[src/rtl/usb_ep_ctrl_pkg.sv]
// package: register map, field positions, reset values and fifo sizing for the
// usb endpoint dma / stall / transceiver-select control block.
// assumes a 32-bit avalon-mm register bus with byte addresses.
package usb_ep_ctrl_pkg;
    // ------------------------------------------------------------------
    // register byte offsets
    // ------------------------------------------------------------------
    localparam logic [3:0] OFS_DMA_TRANSFER_SETTING = 4'h0;
    localparam logic [3:0] OFS_ENDPOINT_STALL_CONTROL = 4'h4;
    localparam logic [3:0] OFS_TRANSCEIVER_SELECT = 4'h8;
    localparam logic [3:0] OFS_BULK_OUT_STATUS = 4'hc;

    // ------------------------------------------------------------------
    // field positions and reset values
    // ------------------------------------------------------------------
    localparam int BIT_BULK_OUT_DMA_ENABLE = 0;
    localparam int BIT_BULK_IN_DMA_ENABLE = 1;
    localparam int BIT_EXTERNAL_PHY_SELECT = 0;
    localparam int NUM_EP = 4;
    localparam logic [1:0] RST_DMA_TRANSFER_SETTING = 2'h0;
    localparam logic [3:0] RST_ENDPOINT_STALL_CONTROL = 4'h0;
    localparam logic RST_TRANSCEIVER_SELECT = 1'b0;

    // ------------------------------------------------------------------
    // receive fifo sizing (bytes, one byte per dma cycle)
    // ------------------------------------------------------------------
    localparam int RX_WIDTH = 8;
    localparam int RX_DEPTH = 16;
    localparam int RX_AW = 4;
    localparam logic [4:0] RX_CNT_ZERO = 5'h00;

    typedef struct packed {
        logic [3:0] address;
        logic read;
        logic write;
        logic [31:0] writedata;
    } avmm_req_s;

    typedef struct packed {
        logic [31:0] readdata;
        logic waitrequest;
    } avmm_rsp_s;

    typedef struct packed {
        logic [1:0] ep;
        logic setup;
        logic valid;
    } usb_token_s;
endpackage : usb_ep_ctrl_pkg

[src/rtl/usb_endpoint_dma_stall_ctrl.sv]
// usb function control: bulk-out dma request, forced endpoint stall, phy select.
// assumes the usb packet engine presents tokens and received bytes on this clock,
// and the system dma controller reads one byte per dual-address cycle.
//
// How it works
// - dma request is high while dma enabled and the fifo holds a byte
// - last byte of a packet read by dma completes the read automatically
// - dma enable never masks the bulk-out interrupt request
// - non-setup token to a stalled endpoint gets a stall handshake
// - endpoint 0 stall clears on a decoded 8-byte setup command
// - writing 1 to endpoint 0 stall is ignored while setup flag set
// - stall bits for endpoints 3..0 in bits 3..0, reset to 0
// - unused upper bits read 0; writes to them are dropped
// - phy select 1 stops internal phy and routes external pins
// - read completion flushes the fifo just read
// - each dma cycle moves exactly one byte
`timescale 1ns/1ps
`default_nettype none
module usb_endpoint_dma_stall_ctrl
    import usb_ep_ctrl_pkg::*;
(
    input wire logic I_CLK_SYS,
    input wire logic I_RST,
    // avalon-mm slave
    input wire logic [3:0] I_AVM_ADDRESS,
    input wire logic I_AVM_READ,
    input wire logic I_AVM_WRITE,
    input wire logic [31:0] I_AVM_WRITEDATA,
    input wire logic [3:0] I_AVM_BYTEENABLE,
    output logic [31:0] O_AVM_READDATA,
    output logic O_AVM_WAITREQUEST,
    // packet engine side
    input wire logic I_TOKEN_VALID,
    input wire logic [1:0] I_TOKEN_EP,
    input wire logic I_TOKEN_SETUP,
    input wire logic I_SETUP_DECODED,
    input wire logic I_SETUP_PACKET_RECEIVED_FLAG,
    input wire logic I_RX_VALID,
    input wire logic [7:0] I_RX_DATA,
    input wire logic I_RX_PKT_END,
    output logic O_RX_READY,
    output logic O_STALL_HANDSHAKE,
    output logic O_BULK_OUT_IRQ_REQ,
    // system dma controller
    output logic O_DMA_REQ,
    input wire logic I_DMA_ACK,
    output logic [7:0] O_DMA_DATA,
    // software read-done trigger from the trigger register block
    input wire logic I_BULK_OUT_READ_DONE_TRIGGER,
    // transceiver
    output logic O_INTERNAL_PHY_ENABLE,
    output logic O_EXTERNAL_PHY_SELECT
);
    // ------------------------------------------------------------------
    // state
    // ------------------------------------------------------------------
    typedef enum logic [2:0] {
        BUS_IDLE = 3'b001,
        BUS_ACK = 3'b010,
        BUS_DONE = 3'b100
    } bus_e;

    typedef struct packed {
        bus_e bus;
        logic [31:0] rdata;
        logic [1:0] dma_setting;
        logic [NUM_EP-1:0] stall;
        logic phy_sel;
        logic [4:0] pkt_left;
        logic pkt_open;
        logic auto_done;
        logic stall_hs;
        logic [7:0] dma_data;
        logic setup_sync1;
        logic setup_sync2;
    } ctrl_state_s;

    ctrl_state_s st_q;
    ctrl_state_s st_d;

    logic fifo_in_ready;
    logic fifo_out_valid;
    logic [7:0] fifo_out_data;
    logic [4:0] fifo_count;
    logic fifo_flush;
    logic dma_pop;
    logic rx_push;
    logic wr_hit;
    logic rd_hit;
    logic [3:0] wr_stall;

    // ------------------------------------------------------------------
    // receive fifo
    // ------------------------------------------------------------------
    usb_rx_fifo #(
        .WIDTH(RX_WIDTH),
        .DEPTH(RX_DEPTH),
        .AW(RX_AW)
    ) u_rx_fifo (
        .i_clk(I_CLK_SYS),
        .i_rst(I_RST),
        .i_flush(fifo_flush),
        .i_in_valid(I_RX_VALID),
        .o_in_ready(fifo_in_ready),
        .i_in_data(I_RX_DATA),
        .o_out_valid(fifo_out_valid),
        .i_out_ready(dma_pop),
        .o_out_data(fifo_out_data),
        .o_count(fifo_count)
    );

    // ------------------------------------------------------------------
    // combinational helpers
    // ------------------------------------------------------------------
    // the fifo stalls the packet engine when full; it must then nack the host
    assign O_RX_READY = fifo_in_ready;
    assign rx_push = I_RX_VALID && fifo_in_ready;
    // one byte leaves per acknowledged dma cycle
    assign dma_pop = I_DMA_ACK && O_DMA_REQ && st_q.dma_setting[BIT_BULK_OUT_DMA_ENABLE];
    // software trigger or the automatic completion both empty the fifo
    assign fifo_flush = I_BULK_OUT_READ_DONE_TRIGGER || st_q.auto_done;
    // a write lands only on the edge where the master sees waitrequest low
    assign wr_hit = (st_q.bus == BUS_DONE) && I_AVM_WRITE && I_AVM_BYTEENABLE[0];
    assign rd_hit = (st_q.bus == BUS_IDLE) && I_AVM_READ;
    assign wr_stall = I_AVM_WRITEDATA[3:0];

    always_comb begin
        st_d = st_q;
        st_d.auto_done = 1'b0;
        st_d.stall_hs = 1'b0;
        st_d.setup_sync1 = I_SETUP_PACKET_RECEIVED_FLAG;
        st_d.setup_sync2 = st_q.setup_sync1;

        // --------------------------------------------------------------
        // avalon-mm slave: two wait cycles, then the answer
        // --------------------------------------------------------------
        case (st_q.bus)
            BUS_IDLE: begin
                if (I_AVM_READ || I_AVM_WRITE) begin
                    st_d.bus = BUS_ACK;
                end
            end
            BUS_ACK: begin
                st_d.bus = BUS_DONE;
            end
            BUS_DONE: begin
                st_d.bus = BUS_IDLE;
            end
            default: begin
                st_d.bus = BUS_IDLE;
            end
        endcase

        if (wr_hit) begin
            case (I_AVM_ADDRESS)
                OFS_DMA_TRANSFER_SETTING: begin
                    st_d.dma_setting = I_AVM_WRITEDATA[1:0];
                end
                OFS_ENDPOINT_STALL_CONTROL: begin
                    st_d.stall = wr_stall;
                    // setting endpoint 0 stall is refused during a pending setup
                    if (st_q.setup_sync2 && wr_stall[0] && !st_q.stall[0]) begin
                        st_d.stall[0] = 1'b0;
                    end
                end
                OFS_TRANSCEIVER_SELECT: begin
                    st_d.phy_sel = I_AVM_WRITEDATA[BIT_EXTERNAL_PHY_SELECT];
                end
                default: begin
                end
            endcase
        end

        if (rd_hit) begin
            case (I_AVM_ADDRESS)
                OFS_DMA_TRANSFER_SETTING: st_d.rdata = {30'h0000_0000, st_q.dma_setting};
                OFS_ENDPOINT_STALL_CONTROL: st_d.rdata = {28'h000_0000, st_q.stall};
                OFS_TRANSCEIVER_SELECT: st_d.rdata = {31'h0000_0000, st_q.phy_sel};
                OFS_BULK_OUT_STATUS: st_d.rdata = {27'h000_0000, fifo_count};
                default: st_d.rdata = 32'h0000_0000;
            endcase
        end

        // --------------------------------------------------------------
        // decoded setup command releases endpoint 0; wins over a write
        // --------------------------------------------------------------
        if (I_TOKEN_VALID && I_TOKEN_SETUP && I_SETUP_DECODED && I_TOKEN_EP == 2'h0) begin
            st_d.stall[0] = 1'b0;
        end

        // stall handshake for any non-setup token to a stalled endpoint
        if (I_TOKEN_VALID && !I_TOKEN_SETUP && st_q.stall[I_TOKEN_EP]) begin
            st_d.stall_hs = 1'b1;
        end

        // --------------------------------------------------------------
        // packet byte tracking for automatic completion
        // --------------------------------------------------------------
        if (fifo_flush) begin
            st_d.pkt_left = RX_CNT_ZERO;
            st_d.pkt_open = 1'b0;
        end else begin
            st_d.pkt_left = st_q.pkt_left + 5'(rx_push) - 5'(dma_pop);
            // last byte of a closed packet drained by dma
            if (st_q.pkt_open && dma_pop && st_q.pkt_left == 5'h01 && !rx_push) begin
                st_d.auto_done = 1'b1;
                st_d.pkt_open = 1'b0;
            end
            // a packet end in the same cycle wins over the completion clear
            if (I_RX_PKT_END) begin
                st_d.pkt_open = 1'b1;
            end
        end

        if (dma_pop) begin
            st_d.dma_data = fifo_out_data;
        end
    end

    always_ff @(posedge I_CLK_SYS or posedge I_RST) begin
        if (I_RST) begin
            st_q <= '0;
            st_q.bus <= BUS_IDLE;
            st_q.dma_setting <= RST_DMA_TRANSFER_SETTING;
            st_q.stall <= RST_ENDPOINT_STALL_CONTROL;
            st_q.phy_sel <= RST_TRANSCEIVER_SELECT;
        end else begin
            st_q <= st_d;
        end
    end

    // ------------------------------------------------------------------
    // outputs
    // ------------------------------------------------------------------
    assign O_AVM_WAITREQUEST = (st_q.bus != BUS_DONE);
    assign O_AVM_READDATA = st_q.rdata;
    // request follows the fifo level and the enable directly
    assign O_DMA_REQ = st_q.dma_setting[BIT_BULK_OUT_DMA_ENABLE] && fifo_out_valid;
    assign O_DMA_DATA = st_q.dma_data;
    // interrupt request independent of the dma enable
    assign O_BULK_OUT_IRQ_REQ = st_q.pkt_open;
    assign O_STALL_HANDSHAKE = st_q.stall_hs;
    assign O_EXTERNAL_PHY_SELECT = st_q.phy_sel;
    assign O_INTERNAL_PHY_ENABLE = !st_q.phy_sel;
endmodule : usb_endpoint_dma_stall_ctrl
`default_nettype wire

[src/rtl/usb_rx_fifo.sv]
// byte fifo between the usb receive path and the dma read port.
// assumes writer and reader share one clock; flush empties it in one cycle.
`timescale 1ns/1ps
`default_nettype none
module usb_rx_fifo #(
    parameter int WIDTH = 8,
    parameter int DEPTH = 16,
    parameter int AW = 4
) (
    input wire logic i_clk,
    input wire logic i_rst,
    input wire logic i_flush,
    input wire logic i_in_valid,
    output logic o_in_ready,
    input wire logic [WIDTH-1:0] i_in_data,
    output logic o_out_valid,
    input wire logic i_out_ready,
    output logic [WIDTH-1:0] o_out_data,
    output logic [AW:0] o_count
);
    typedef struct packed {
        logic [DEPTH-1:0][WIDTH-1:0] mem;
        logic [AW-1:0] wp;
        logic [AW-1:0] rp;
        logic [AW:0] cnt;
    } fifo_state_s;

    fifo_state_s st_q;
    fifo_state_s st_d;
    logic push;
    logic pop;

    // depth needs the extra count bit: a cast to AW bits would wrap it to zero
    assign o_in_ready = (st_q.cnt != (AW+1)'(DEPTH)) ? 1'b1 : 1'b0;
    assign o_out_valid = (st_q.cnt != '0);
    assign o_out_data = st_q.mem[st_q.rp];
    assign o_count = st_q.cnt;
    assign push = i_in_valid && o_in_ready;
    assign pop = o_out_valid && i_out_ready;

    always_comb begin
        st_d = st_q;
        if (push) begin
            st_d.mem[st_q.wp] = i_in_data;
            st_d.wp = st_q.wp + AW'(1);
        end
        if (pop) begin
            st_d.rp = st_q.rp + AW'(1);
        end
        st_d.cnt = st_q.cnt + (AW+1)'(push) - (AW+1)'(pop);
        if (i_flush) begin
            st_d.wp = '0;
            st_d.rp = '0;
            st_d.cnt = '0;
        end
    end

    always_ff @(posedge i_clk or posedge i_rst) begin
        if (i_rst) begin
            st_q <= '0;
        end else begin
            st_q <= st_d;
        end
    end
endmodule : usb_rx_fifo
`default_nettype wire

[config.mk]
export PLATFORM = sky130hd
export DESIGN_NAME = usb_endpoint_dma_stall_ctrl
export DESIGN_NICKNAME = d
export VERILOG_FILES = /design/src/rtl/usb_ep_ctrl_pkg.sv /design/src/rtl/usb_endpoint_dma_stall_ctrl.sv /design/src/rtl/usb_rx_fifo.sv
export SDC_FILE = /design/constraint.sdc
export NUM_CORES = 1
export LEC_CHECK = 0
export ABC_AREA = 1
export BUFFER_PORTS_ARGS = -buffer_cell sky130_fd_sc_hd__buf_2
export CORE_ASPECT_RATIO = 0.9
export CORE_MARGIN = 2
export CORE_UTILIZATION = 53
export CTS_CLUSTER_DIAMETER = 150
export DETAILED_ROUTE_END_ITERATION = 7
export PLACE_DENSITY_LB_ADDON = 0.15
export SLEW_MARGIN = 20
export SYNTH_ARGS = -nofsm -noshare
export SYNTH_HDL_FRONTEND = slang
export SYNTH_SLANG_ARGS = --single-unit
[constraint.sdc]
create_clock -name I_CLK_SYS -period 11.1 [get_ports I_CLK_SYS]
set_input_delay 0.555 -clock I_CLK_SYS [delete_from_list [all_inputs] [get_ports I_CLK_SYS]]
set_output_delay 0.555 -clock I_CLK_SYS [all_outputs]
set_load 0.02 [all_outputs]
==> impl_metrics.sql <==
INSERT INTO impl_metrics (metric_group, metric, value, unit) VALUES
('placement', 'place_congestion', '0.834', ''),
('floorplan', 'core', '17600', 'µm²'),
('critical_path', 'end_kind', 'register', ''),
('placement', 'pre_cts_slack', '7.86', 'ns'),
('routing', 'route.final.wire_length', '21500', 'µm'),
('clock_network', 'worstSkewPairLatency', '0.43', 'ns'),
('sta', 'max_slew_margin', '38.3', '%'),
('critical_path', 'cp-start-kind', 'register', ''),
('critical_path', 'timing.critical_path.fanout_max', '13', ''),
('power', 'peakVddDrop', '121', 'µV'),
('logic_synthesis', 'yosysWarningCount', '0', ''),
('layout', 'fraction_of_layout_instances_using_a_drive_strength_above_1', '17.2', '%'),
('sta', 'finalSetupViolCount', '0', ''),
('logic_synthesis', 'most_used_standard_cell_by_instance_count_after_synthesis', 'nand2_1', ''),
('sta', 'clock.fmax', '308', 'MHz'),
('logic_synthesis', 'synth_sequential_area_ratio', '45.8', '%'),
('job', 'maxCapViolations', '0', ''),
('clock_network', 'clock_tree.buffer_depth', '2', ''),
('layout', 'fin_nets', '1219', ''),
('routing', 'average_wire_per_standard_cell', '15.5', 'µm'),
('grt', 'grt_max_degree', '70', ''),
('clock_network', 'cts_buffers', '17', ''),
('placement', 'numPlacedInstances', '1359', ''),
('sta', 'final_period_minus_worst_setup_slack', '3.24', 'ns'),
('critical_path', 'r2r-end', 'u_rx_fifo.o_count[4]$_DFF_PP0_', ''),
('grt', 'grt_antenna_before_repair', '0', ''),
('clock_network', 'holdBufCountCts', '0', ''),
('logic_synthesis', 'netlist_top_cells_count', '346 x nand2_1, 173 x dfrtp_1, 142 x inv_1', ''),
('placement', 'dp.final_hpwl', '13400', 'µm'),
('sta', 'timing.final.ws_setup', '7.86', 'ns'),
('layout', 'insertedDiodeCount', '0', ''),
('logic_synthesis', 'synth_top_area_cell', 'dfrtp_1', ''),
('sta', 'timing.setup.tns', '0', 'ns'),
('clock_network', 'clock-sinks', '174', ''),
('logic_synthesis', 'post-synth-top-area-fraction', '45.5', '%'),
('routing', 'detail_route.drc_violations', '0', ''),
('sta', 'timing_max_transition_violations_final', '0', ''),
('routing', 'drt_pass1_iterations', '5', ''),
('critical_path', 'reg2reg_setup_slack', '7.86', 'ns'),
('critical_path', 'r2r_start', 'u_rx_fifo.o_count[2]$_DFF_PP0_', ''),
('clock_network', 'post_cts.repair.setup_buffers', '0', ''),
('logic_synthesis', 'ys_dominant_reg_cell', 'dfrtp_1', ''),
('layout', 'fin_cells', '1391', ''),
('logic_synthesis', 'seq_cells_post_synth', '174', ''),
('critical_path', 'criticalPathCategory', 'reg -> reg', ''),
('grt', 'grt_pass1_wl', '34800', 'µm'),
('floorplan', 'initial_utilization', '54.0', '%'),
('critical_path', 'reg2regPathDepth', '13', ''),
('layout', 'layout-area-overhead-vs-synth', '6.40', '%'),
('hold_path', 'timing.hold.worst.class', 'in -> async', ''),
('grt', 'gr-total-overflow', '0', ''),
('clock_network', 'cts_tree', 'built', ''),
('logic_synthesis', 'synth.area.top_cells', 'dfrtp_1 46%, nand2_1 14%, o21ai_2 5.9%', ''),
('placement', 'placement.io_buffers', '50', ''),
('critical_path', 'timing.critical_path.arrival', '3.57', 'ns'),
('grt', 'grtUsageTotal', '23.3', '%'),
('logic_synthesis', 'ys_types', '37', ''),
('logic_synthesis', 'average_cell_area_after_synthesis', '8.40', 'µm²'),
('power', 'total_leakage_power', '4.97', 'nW'),
('routing', 'routed_via_density', '5.07', ''),
('routing', 'via_count', '7047', ''),
('floorplan', 'die_width', '145', 'µm'),
('floorplan', 'floorplan.io_pins', '109', ''),
('logic_synthesis', 'synth_enable_flop_cells', '0', ''),
('routing', 'detail_route_antenna_nets', '0', ''),
('sta', 'final_hold_viol_count', '0', ''),
('sta', 'tightest_slew', '0.924', 'ns'),
('run_status', 'outcome', 'finished clean', ''),
('floorplan', 'die_height', '131', 'µm'),
('floorplan', 'die_area', '19000', 'µm²'),
('sta', 'finClkSkew', '0.00858', 'ns');
per-layer routing:
metal / wire length, µm / GRT usage (%) / share of wire, % / up-vias
li1: - / - / - / 3538
met1: 10500 / 33.7 / 49 / 3332
met2: 9740 / 36.4 / 45 / 155
met3: 879 / 4.24 / 4.1 / 22
met4: 347 / 6.54 / 1.6 / 0
met5: 0 / 0 / 0 / -
layout by cell type (no fill, tap or decap), drive strengths merged:
cell and count:
nand2 365, dfrtp 173, o21ai 152, inv 150
nand3 111, buf 57, conb 27, nand4 19
clkbuf 18, nor2 18, ha 17, a21oi 13
clkinv 8, nor3 4, bufinv 4, xor2 3
o21bai 2, xnor2 2, fa 2, o211ai 1
o22ai 1, a31oi 1, o31ai 1, mux2 1
dfstp 1
stage by stage:
| stage | area [µm²] | power (mW) | utilization (%) |
|---|---|---|---|
| floorplan | 9610 | 1.18 | - |
| global placement | 9490 | 1.23 | 53.9 |
| detailed placement | 9490 | 1.24 | 53.9 |
| CTS | 10100 | 1.90 | 57.5 |
| global route | 10100 | 2.00 | 57.5 |
| finish | 10100 | 1.88 | 57.5 |
report_power, final:
group | switching, mW | total, mW | leakage [nW] | internal [mW]
registers | 0.0638 | 0.811 | 2.34 | 0.748
logic | 0.270 | 0.423 | 2.31 | 0.153
clock network | 0.266 | 0.649 | 0.312 | 0.382
total | 0.600 | 1.88 | 4.97 | 1.28
state kept, by name (all words and copies together), names as in the netlist:
register,count
O_DMA_DATA,8
O_STALL_HANDSHAKE,1
u_rx_fifo.st_q,136
st_q,16
O_EXTERNAL_PHY_SELECT,1
u_rx_fifo.o_count,5
st_d,1
O_BULK_OUT_IRQ_REQ,1
O_AVM_READDATA,5
worst max-delay path by stage:
stage / startpoint / endpoint / depth (start not counted)
after floorplan: I_RST / O_AVM_READDATA[0]$_DFFE_PP0P_ / 1
after global placement: u_rx_fifo.o_count[2]$_DFF_PP0_ / u_rx_fifo.o_count[4]$_DFF_PP0_ / 13
after detailed placement: u_rx_fifo.o_count[2]$_DFF_PP0_ / u_rx_fifo.o_count[4]$_DFF_PP0_ / 13
after CTS: u_rx_fifo.o_count[2]$_DFF_PP0_ / u_rx_fifo.o_count[4]$_DFF_PP0_ / 13
after global routing: u_rx_fifo.o_count[2]$_DFF_PP0_ / u_rx_fifo.o_count[4]$_DFF_PP0_ / 13
final: u_rx_fifo.o_count[2]$_DFF_PP0_ / u_rx_fifo.o_count[4]$_DFF_PP0_ / 13
cells by family (layout without fill, tap and decap cells):
family / count (synthesis) / after routing / synth area share (%)
AO/OA/AOI/OAI: 171 / 171 / 11.7
XOR/XNOR: 5 / 5 / 0.460
adder cells (fa/ha/maj): 19 / 19 / 2.66
buffers and inverters: 244 / 237 / 13.6
flip-flops: 174 / 174 / 45.8
multiplexers: 1 / 1 / 0.118
other: 1 / 27 / 0.0394
AND/OR/NAND/NOR: 517 / 517 / 25.7
layout make-up:
cell class	count	area [µm²]	area share, %
inverters	148	568	5.61
multi-input cells	740	3960	39.1
well taps	240	300	2.97
flip-flops and latches	174	4360	43.0
clock inverters	14	206	2.04
clock buffers	18	429	4.24
repair buffers	57	303	2.99
worst max-delay path, stage by stage, from the launching register on:
cell      delay, ns
dfrtp_1        0.38
inv_1          0.12
ha_1           0.23
nand3_1        0.12
nand3_1        0.46
inv_1          0.37
ha_1           0.38
inv_1          0.04
ha_1           0.19
fa_1           0.41
a21oi_1        0.14
o21bai_1       0.08
o21ai_0        0.14
a21oi_1        0.05
No activity file was read; power rests on OpenSTA's default activity.
